**src/rtl/nibble_core_pkg.sv**
```systemverilog
// Package: widths, reset values and carriers for the nibble controller core
package nibble_core_pkg;
	localparam int PC_W = 11;
	localparam int PAGE_W = 4;
	localparam int OFFS_W = 7;
	localparam int SP_W = 2;
	localparam int STACK_DEPTH = 4;
	localparam int ROM_W = 9;
	localparam int DP_W = 6;
	localparam logic [SP_W-1:0] SP_RESET = 2'h3;
	localparam logic [PC_W-1:0] PC_RESET = 11'h000;
	localparam logic [3:0] NIB_RESET = 4'h0;
	localparam int ROM_TOP_BIT = 8;

	typedef enum logic [3:0] {
		OP_NONE,
		OP_LOAD_PAGE,
		OP_LOAD_OFFSET,
		OP_JUMP,
		OP_CALL,
		OP_RETURN,
		OP_RETURN_SKIP,
		OP_TABLE,
		OP_LOAD_XY,
		OP_LOAD_PAGE_LOW,
		OP_LOAD_HOLD,
		OP_SET_TOP,
		OP_SKIP
	} op_t;

	typedef struct packed {
		op_t op;
		logic [PAGE_W-1:0] page;
		logic [OFFS_W-1:0] offset;
		logic [3:0] data;
		logic [7:0] byte_data;
	} cmd_t;

	typedef struct packed {
		logic [3:0] acc;
		logic [3:0] b_reg;
		logic carry_flag;
	} work_t;
endpackage : nibble_core_pkg

```
**src/rtl/nibble_core.sv**
```systemverilog
// Control and register-transfer core of the nibble controller
`timescale 1ns/1ps
// Contract
// [RULE1] Four identical return entries allow subroutine nesting four deep.
// [RULE2] Table fetch holds one stack entry while running, leaving three levels.
// [RULE3] Beyond four pushes, older return addresses are overwritten silently.
// [RULE4] After back-up, pointers, page-low and hold byte are undefined.
// [RULE5] Software reloads pointers, page-low and hold byte after back-up.
// [RULE6] Skip fetches next instruction but squashes it; cycle count unchanged.
// [RULE7] Skipped table fetch or return takes exactly one cycle.
// [RULE8] Data pointer is X (2 bits) above Y (4 bits).
// [RULE9] Memory operands use the word addressed by the data pointer.
// [RULE10] Program counter is 4-bit page over 7-bit offset, independently loadable.
// [RULE11] Each stack entry holds 11 bits, chosen by a 2-bit pointer.
// [RULE12] Table fetch pushes, jumps, loads B and A from ROM, returns.
// [RULE13] With top bit enable set, table fetch copies ROM bit 8 to carry.
// [RULE14] Stack pointer wraps modulo four both ways.
// [RULE15] Back-up entry sets stack pointer to binary 11.
module nibble_core
	import nibble_core_pkg::*;
(
	input wire logic clk_sys,
	input wire logic resetn,
	input wire logic backup_entry,
	input wire logic cmd_valid,
	input wire cmd_t cmd,
	input wire logic [ROM_W-1:0] rom_data,
	output logic cmd_ready,
	output logic [PC_W-1:0] pc,
	output logic [PC_W-1:0] rom_addr,
	output logic [DP_W-1:0] data_pointer,
	output work_t work,
	output logic [SP_W-1:0] stack_ptr,
	output logic [7:0] table_hold_byte,
	output logic [2:0] page_low_ptr,
	output logic top_rom_bit_enable
);
	typedef enum logic [1:0] {S_RUN, S_TABLE_READ, S_TABLE_RET} state_t;

	state_t state;
	logic skip_pending;
	logic [1:0] x_reg;
	logic [3:0] y_reg;
	logic squash;
	logic take;
	logic push;
	logic pop;
	logic [PC_W-1:0] top_value;
	logic [SP_W-1:0] sp;

	// ---------------------------------------
	// Instruction acceptance
	// ---------------------------------------
	assign take = cmd_valid && cmd_ready;
	assign squash = take && skip_pending; // see [RULE6]
	assign push = (take && !squash && (cmd.op == OP_CALL || cmd.op == OP_TABLE)); // see [RULE2]
	assign pop = (take && !squash && (cmd.op == OP_RETURN || cmd.op == OP_RETURN_SKIP))
		|| state == S_TABLE_RET; // see [RULE12]

	return_stack #(
		.DEPTH(STACK_DEPTH)
	) u_stack (
		.clk_sys(clk_sys),
		.resetn(resetn),
		.init(backup_entry),
		.push(push),
		.pop(pop),
		.push_value(pc),
		.top_value(top_value),
		.sp(sp)
	); // see [RULE1] see [RULE11]

	assign stack_ptr = sp;

	// ---------------------------------------
	// Sequencer
	// ---------------------------------------
	always_ff @(posedge clk_sys)
	begin
		if (!resetn || backup_entry)
			state <= S_RUN;
		else
		begin
			unique case (state)
				S_RUN:
					if (take && !squash && cmd.op == OP_TABLE)
						state <= S_TABLE_READ; // see [RULE12]
				S_TABLE_READ:
					state <= S_TABLE_RET;
				S_TABLE_RET:
					state <= S_RUN;
			endcase
		end
	end

	// Stall during the extra table cycles; a skipped one never gets here
	always_ff @(posedge clk_sys)
	begin
		if (!resetn || backup_entry)
			cmd_ready <= 1'b1;
		else if (take && !squash && cmd.op == OP_TABLE)
			cmd_ready <= 1'b0; // see [RULE7]
		else if (state == S_TABLE_RET)
			cmd_ready <= 1'b1;
	end

	always_ff @(posedge clk_sys)
	begin
		if (!resetn || backup_entry)
			skip_pending <= 1'b0;
		else if (take)
			skip_pending <= !squash && (cmd.op == OP_SKIP || cmd.op == OP_RETURN_SKIP); // see [RULE6]
	end

	// ---------------------------------------
	// Program counter
	// ---------------------------------------
	always_ff @(posedge clk_sys)
	begin
		if (!resetn || backup_entry)
			pc <= PC_RESET;
		else if (state == S_TABLE_RET)
			pc <= top_value; // see [RULE12]
		else if (take)
		begin
			if (squash)
				pc <= pc + 11'h1; // see [RULE6] see [RULE7]
			else
			begin
				unique case (cmd.op)
					OP_LOAD_PAGE: pc <= {cmd.page, pc[OFFS_W-1:0]}; // see [RULE10]
					OP_LOAD_OFFSET: pc <= {pc[PC_W-1:OFFS_W], cmd.offset}; // see [RULE10]
					OP_JUMP, OP_CALL: pc <= {cmd.page, cmd.offset};
					OP_TABLE: pc <= {cmd.page, page_low_ptr, work.acc}; // see [RULE12]
					OP_RETURN, OP_RETURN_SKIP: pc <= top_value;
					default: pc <= pc + 11'h1;
				endcase
			end
		end
	end

	always_ff @(posedge clk_sys)
	begin
		if (!resetn || backup_entry)
			rom_addr <= PC_RESET;
		else if (take && !squash && cmd.op == OP_TABLE)
			rom_addr <= {cmd.page, page_low_ptr, work.acc}; // see [RULE12]
	end

	// ---------------------------------------
	// Working registers
	// ---------------------------------------
	always_ff @(posedge clk_sys)
	begin
		if (!resetn || backup_entry)
			work <= '{acc: NIB_RESET, b_reg: NIB_RESET, carry_flag: 1'b0};
		else if (state == S_TABLE_READ)
		begin
			work.b_reg <= rom_data[7:4]; // see [RULE12]
			work.acc <= rom_data[3:0]; // see [RULE12]
			if (top_rom_bit_enable)
				work.carry_flag <= rom_data[ROM_TOP_BIT]; // see [RULE13]
		end
		else if (take && !squash && cmd.op == OP_LOAD_HOLD)
			work.acc <= cmd.data;
	end

	always_ff @(posedge clk_sys)
	begin
		if (!resetn || backup_entry)
			top_rom_bit_enable <= 1'b0;
		else if (take && !squash && cmd.op == OP_SET_TOP)
			top_rom_bit_enable <= 1'b1;
	end

	// Back-up leaves these untouched, so their content is unspecified for software
	always_ff @(posedge clk_sys)
	begin
		if (!resetn)
		begin
			x_reg <= 2'h0;
			y_reg <= 4'h0;
			page_low_ptr <= 3'h0;
			table_hold_byte <= 8'h00;
		end
		else if (take && !squash) // see [RULE4] see [RULE5]
		begin
			if (cmd.op == OP_LOAD_XY)
			begin
				x_reg <= cmd.data[1:0];
				y_reg <= cmd.byte_data[3:0];
			end
			if (cmd.op == OP_LOAD_PAGE_LOW)
				page_low_ptr <= cmd.data[2:0];
			if (cmd.op == OP_LOAD_HOLD)
				table_hold_byte <= cmd.byte_data;
		end
	end

	always_ff @(posedge clk_sys)
	begin
		if (!resetn)
			data_pointer <= 6'h00;
		else
			data_pointer <= {x_reg, y_reg}; // see [RULE8] see [RULE9]
	end

	// ---------------------------------------
	// Checks
	// ---------------------------------------
	a_skip_squash: assert property (@(posedge clk_sys) disable iff (!resetn || backup_entry)
		squash |=> pc == $past(pc) + 11'h1 && cmd_ready) else $error("squashed op not single cycle"); // see [RULE7]
	a_table_len: assert property (@(posedge clk_sys) disable iff (!resetn || backup_entry)
		take && !squash && cmd.op == OP_TABLE |=> !cmd_ready ##1 !cmd_ready ##1 cmd_ready)
		else $error("table fetch length wrong"); // see [RULE12]
	a_table_return: assert property (@(posedge clk_sys) disable iff (!resetn || backup_entry)
		take && !squash && cmd.op == OP_TABLE |=> ##2 pc == $past(pc, 3)) else $error("table did not return"); // see [RULE2]
	a_table_load: assert property (@(posedge clk_sys) disable iff (!resetn || backup_entry)
		state == S_TABLE_READ |=> work.acc == $past(rom_data[3:0]) && work.b_reg == $past(rom_data[7:4]))
		else $error("table data not loaded"); // see [RULE12]
	a_carry_hold: assert property (@(posedge clk_sys) disable iff (!resetn || backup_entry)
		state == S_TABLE_READ && !top_rom_bit_enable |=> $stable(work.carry_flag))
		else $error("carry changed without enable"); // see [RULE13]
	a_carry_copy: assert property (@(posedge clk_sys) disable iff (!resetn || backup_entry)
		state == S_TABLE_READ && top_rom_bit_enable |=> work.carry_flag == $past(rom_data[8]))
		else $error("carry not copied"); // see [RULE13]
	a_backup_sp: assert property (@(posedge clk_sys) disable iff (!resetn)
		backup_entry |=> stack_ptr == 2'h3 && pc == 11'h000) else $error("back-up init wrong"); // see [RULE15]
	a_dp_form: assert property (@(posedge clk_sys) disable iff (!resetn)
		take && !squash && cmd.op == OP_LOAD_XY && !backup_entry |=> ##1 data_pointer == {$past(cmd.data[1:0], 2),
		$past(cmd.byte_data[3:0], 2)}) else $error("data pointer form wrong"); // see [RULE8]
endmodule : nibble_core

```
**src/rtl/return_stack.sv**
```systemverilog
// Four-entry return stack with wrapping pointer
`timescale 1ns/1ps
module return_stack
	import nibble_core_pkg::*;
#(
	parameter int DEPTH = STACK_DEPTH
)(
	input wire logic clk_sys,
	input wire logic resetn,
	input wire logic init,
	input wire logic push,
	input wire logic pop,
	input wire logic [PC_W-1:0] push_value,
	output logic [PC_W-1:0] top_value,
	output logic [SP_W-1:0] sp
);
	// Pointer arithmetic wraps at the pointer width, so depth must match it
	if (DEPTH != (1 << SP_W))
	begin : g_depth_check
		$error("return_stack depth must match pointer width");
	end

	logic [PC_W-1:0] entry [DEPTH];

	// ---------------------------------------
	// Pointer
	// ---------------------------------------
	always_ff @(posedge clk_sys)
	begin
		if (!resetn || init)
			sp <= SP_RESET; // see [RULE15]
		else if (push)
			sp <= sp + 2'h1; // see [RULE14]
		else if (pop)
			sp <= sp - 2'h1; // see [RULE14]
	end

	// ---------------------------------------
	// Entries
	// ---------------------------------------
	// No overflow guard: a fifth push lands on the oldest entry
	always_ff @(posedge clk_sys)
	begin
		if (push)
			entry[sp + 2'h1] <= push_value; // see [RULE3]
	end

	assign top_value = entry[sp];

	a_wrap_push: assert property (@(posedge clk_sys) disable iff (!resetn)
		push && !init |=> sp == $past(sp) + 2'h1) else $error("stack pointer did not advance"); // see [RULE14]
	a_pop_back: assert property (@(posedge clk_sys) disable iff (!resetn)
		pop && !push && !init |=> sp == $past(sp) - 2'h1) else $error("stack pointer did not retreat"); // see [RULE14]
endmodule : return_stack

```
**config.mk**
```make
export PLATFORM = sky130hd
export DESIGN_NAME = nibble_core
export DESIGN_NICKNAME = d
export VERILOG_FILES = /design/src/rtl/nibble_core_pkg.sv /design/src/rtl/nibble_core.sv /design/src/rtl/return_stack.sv
export SDC_FILE = /design/constraint.sdc
export NUM_CORES = 1
export LEC_CHECK = 0
export BUFFER_PORTS_ARGS = -buffer_cell sky130_fd_sc_hd__buf_2
export CORE_ASPECT_RATIO = 1.4
export CORE_UTILIZATION = 50
export DETAILED_ROUTE_END_ITERATION = 7
export PLACE_DENSITY = 0.76
export SYNTH_ARGS = -nofsm -noshare
export SYNTH_HDL_FRONTEND = slang
export SYNTH_SLANG_ARGS = --single-unit
```
**constraint.sdc**
```tcl
create_clock -name clk_sys -period 1.8 [get_ports clk_sys]
set_input_delay 0.27 -clock clk_sys [delete_from_list [all_inputs] [get_ports clk_sys]]
set_output_delay 0.27 -clock clk_sys [all_outputs]
set_load 0.01 [all_outputs]
```
* Word-level counts from Yosys, hierarchy flattened
Memory sizes are Yosys's and may differ from the RTL's. A register that Yosys moved wholly into a read port is not among the register bits. Cells that the tools add are included.
Cells by class: div/mod/pow operators 0, reduce and logical (&&, ||, !) cells 29, equality and inequality tests 17, bitwise operators 0, $add $sub $neg 3, shifts and indexed selects 0, multiply operators 0, $lt $le $gt $ge 0, mux-type cells 16
Operators by type and width (count):
- case mux 11 bit (5 select lines) | 1
- 2-to-1 mux 11 bit | 3
- equality test 4 bit (second input constant) | 5
- equality test 4 x 3 -> 1 bit (second input constant) | 4
- AND reduction 2 bit | 6
- adder 11 x 1 -> 11 bit (second input constant) | 1
- 2-to-1 mux 2 bit | 5
- logical AND 1 bit | 9
- equality test 4 x 2 -> 1 bit (second input constant) | 2
- 2-to-1 mux 4 bit | 2
- nonzero test 2 bit | 4
- != test 3 bit (second input constant) | 2
- case mux 2 bit (3 select lines) | 1
- logical OR 1 bit | 5
- equality test 4 x 1 -> 1 bit (second input constant) | 1
- 2-to-1 mux 1 bit | 4
- OR reduction 2 bit | 2
- adder 2 x 1 -> 2 bit (second input constant) | 1
- equality test 2 x 1 -> 1 bit (second input constant) | 1
- equality test 2 bit (second input constant) | 1
- zero test 1 bit | 2
- zero test 2 bit | 1
- != test 2 bit (second input constant) | 1
- subtractor 2 x 1 -> 2 bit (second input constant) | 1
Word-level totals: bits of input ports 40, latch bits 0, memories 1, bits in writable memories 44, bits in read-only memories 0, logic and storage cells 82, register bits after elaboration 61
Memories:
- u_stack.entry | words 4, width 11, rd ports 1, clocked after Yosys merged registers in 1, write ports 1, line return_stack.sv:23 | logic [PC_W-1:0] entry [DEPTH];

* Longest topological paths before layout
depth after elaboration 10, gate-level depth with buffers 8, depth with buffers taken out 7

* Cells and area by module
Synthesis repeated with hierarchy kept, for this count alone.
Second synthesis, totals: cell total of the unflattened synthesis 424, area, all modules 4847.1 um^2
Modules (own cells, without submodules):
- nibble_core | sequential area each 1181.1 um^2, instances 1, area an instance 3049.2 um^2, cells an instance 345
- return_stack | sequential area each 1401.3 um^2, instances 1, area an instance 1798.0 um^2, cells an instance 79

* Worst setup path before layout
Ideal clock, no wire load.
kind reg-to-reg, start point register cmd_ready, end point register work[6] in the netlist's numbering, period minus slack after synthesis 1.743 ns, library setup time 0.128 ns, stages on the path, launching flop included 7, buffers on the path 1, setup slack 0.057 ns, arrival time 1.615 ns, path through dfxtp_1 -> nand3b_4 -> nor4b_4 -> buf_6 -> mux2_1 -> mux2i_1 -> nor2_1
Between the ends: cells in the longest elaborated chain, start to end 6
RTL lines:
- start, declared | line nibble_core.sv:28 | output logic cmd_ready,
- start signal, assigned | line nibble_core.sv:100 | cmd_ready <= 1'b1;
- start signal, assigned | line nibble_core.sv:102 | cmd_ready <= 1'b0;
- start signal, assigned | line nibble_core.sv:104 | cmd_ready <= 1'b1;
- logical AND 1 bit * | line nibble_core.sv:54 | assign take = cmd_valid && cmd_ready;
- logical AND 1 bit | line nibble_core.sv:55 | assign squash = take && skip_pending;
- zero test 1 bit | line nibble_core.sv:164 | else if (take && !squash && cmd.op == OP_LOAD_HOLD)
- logical AND 1 bit * (2 in series) | line nibble_core.sv:164
- nonzero test 2 bit (no line) *
- end signal, assigned | line nibble_core.sv:156 | work <= '{acc: NIB_RESET, b_reg: NIB_RESET, carry_flag: 1'b0};
- end, declared | line nibble_core.sv:32 | output work_t work,
Every way passes the cells marked *; elsewhere a longest branch is shown, timed or not. A chain may end at the register's enable or synchronous reset.

==> run metrics <==
outcome finished clean; Setup WS pre-CTS between 0.001 and 0.0015 ns; final instance area roughly 6100 um2; fin crit period between 1.5 and 2 ns; first-pass GRT wire length approximately 19 mm; WP data arrival 1.97 ns; height of the die between 100 and 150 um; DR WL/cell approximately 17 um; placer congestion estimate 0.955; DR vias 3990; CP Cell Sequence mux4_2 > a211oi_1 > a311oi_1 > o22ai_1 > a31oi_1; skew final between 0.003 and 0.004 ns; starting DRC count in detailed routing around 230; biggest cell delay along the critical path just under 0.6 ns; clock sink count ~110; die width 85.9 um; Final Net Count 618; setup ws final 0.0529 ns; vias per inst roughly 5.6; Largest regs u_stack.entry: 44 flops, pc: 11 flops, rom_addr: 11 flops; Mapped Nets approximately 500; clock root cell clkbuf_16; post-synth top area cell edfxtp_1; final period utilization between 90% and 100%; max-slew violations 0; drt pass-1 iters 7; DIE AREA 10300 um2; Largest register FFs 44; Buffers & Inverters on Critical Path 0; dpl cell area approximately 5800 um2; Reg area about 2600 um2; core area 9510 um2; Top FF cell, synth dfxtp_1; max-cap violations 0; Final Instance Count excl. Fillers around 710; initial core utilization about half; hpwl dp roughly 9 mm; worst hold path type input pin to register; worst-path maximum fanout 3; Clock Latency Late Sink approximately 0.34 ns; Worst VDD drop between 700 and 800 uV; Clock transition at path regs 0.06 ns; CTS Buffer Depth 2; IO Pins between 90 and 100; total global-route track usage approximately a quarter; top cells by area, synth edfxtp_1, dfxtp_1, mux4_2; Buffers on Ports between 90 and 100; Slowest-stage cell, CP mux4_2; placed cells just under 700; multi-input logic area 2190 um2; mean post-synth cell area 10.9 um2; Routed Antenna Nets 0; flops & latches, synth approximately 110; ys async rst share 0%; count leader, synth dfxtp_1; Crit Path Class register to register; Rows 42; Hold Slack roughly 0.16 ns; Seq/Total Area, Yosys around 52%; Fillers between 700 and 800; total power per unit cell area about 830 nW/um2; area delta synth->final 23.9%; share of post-route cells with drive strength above 1 30.3%; Critical Path End Type register; H-tree levels 3; post-synth top area share between 20 and 30%; CTS tree built; Mapped Area around 5000 um2; Post-synth EDFFs between 40 and 50; final number of setup-violating endpoints 0; Post-Synthesis Cells between 400 and 500; Pwr Total just over 5000 uW; synth cell count leaders dfxtp_1, nand2_1, edfxtp_1; FMAX 0.572 GHz; Worst path top cell family by delay compound AO/OA/AOI/OAI gates; CP required ~2 ns; vias in the first global route approximately 3900; Slew headroom ~72%; largest register by flop count u_stack.entry; Final Hold Viols 0; YS warnings 0; Post-Route WL between 10 and 15 mm; crit start category register; ant diodes 0; LEAKAGE ~0.0024 uW; antenna violations before repair 0; largest net degree at the start of global routing 30; grt total ovfl 0; Slew @ Worst Pin roughly 0.41 ns; hold_buf cts 0; count of cell types in the netlist 61; TritonCTS buffer count 9; Residual DRC 0
placed cells by master, fill, tap and decap left out, types with 3 or more instances in the layout:
cell and n:
a21boi_0 6, a21oi_1 31, a22oi_1 5, a31oi_1 9
and2_1 11, and3_1 7, buf_12 5, buf_2 91
buf_4 34, clkbuf_16 9, dfxtp_1 61, edfxtp_1 44
ha_1 7, inv_1 10, mux2_1 4, mux2i_1 21
mux4_2 11, nand2_1 50, nand2b_1 3, nand3_1 24
nand4_1 5, nor2_1 18, nor2b_1 19, nor3_1 7
nor4_1 3, o21ai_0 11, o21ai_1 6, xnor2_1 5
xor2_1 5
worst min-delay path: cells and delay by family:
family / cells / cell delay [ns]
buf+inv: 1 / 0.07
mux: 1 / 0.05
simple gates: 1 / 0.07
kinds of logic after synthesis:
family,after synthesis,share of synthesized area (%)
XOR/XNOR,11,2.11
AO/OA/AOI/OAI,89,11.3
flip-flops,107,52.4
buffers and inverters,36,3.66
adder cells (fa/ha/maj),8,2.03
AND/OR/NAND/NOR,167,18.3
multiplexers,36,10.2
layer usage:
metal / track usage (%) / vias to the layer above / wire length (um)
li1: - / 1886 / -
met1: 27.8 / 1903 / 4740
met2: 43.5 / 162 / 6220
met3: 3.53 / 39 / 575
met4: 12.6 / 0 / 551
met5: 0 / - / 0
power by group:
group / total (uW) / internal, uW / switching [uW]
logic: 434 / 189 / 245
registers: 2560 / 2540 / 21.4
clock network: 2040 / 1210 / 832
total: 5040 / 3940 / 1100
cell type report:
type	count	area share, %
Inverter	10	0.615
Clock buffer	11	3.81
Timing Repair Buffer	131	13.5
Multi-Input combinational cell	311	35.8
Sequential cell	107	42.3
Clock inverter	5	1.27
Tap cell	132	2.70
timing repair:
action | in CTS | in global routing
gates resized for setup | 0 | 11
endpoints found under the setup margin | 0 | 24
setup buffers | 0 | 1
endpoints found under the hold margin | 0 | 0
path summary, 6_finish.rpt:
path	to	slack [ns]	from	cells past startpoint
worst min-delay path	work[2]	0.16	rom_data[5]	3
worst min register to register	rom_addr[0]	0.45	rom_addr[0]	2
worst max register to register	pc[10]	0.05	register	5
worst max-delay path	pc[10]	0.05	register	5
through the flow:
| step | TNS [ns] | util, % |
|---|---|---|
| 2_1_floorplan | 0 | - |
| 5_1_grt | -0.0146 | 64.2 |
| 3_3_place_gp | 0 | 60.6 |
| 4_1_cts | 0 | 63.8 |
| 3_5_place_dp | 0 | 60.6 |
| 6_report | 0 | 64.2 |
No activity file was read; power rests on OpenSTA's default activity.
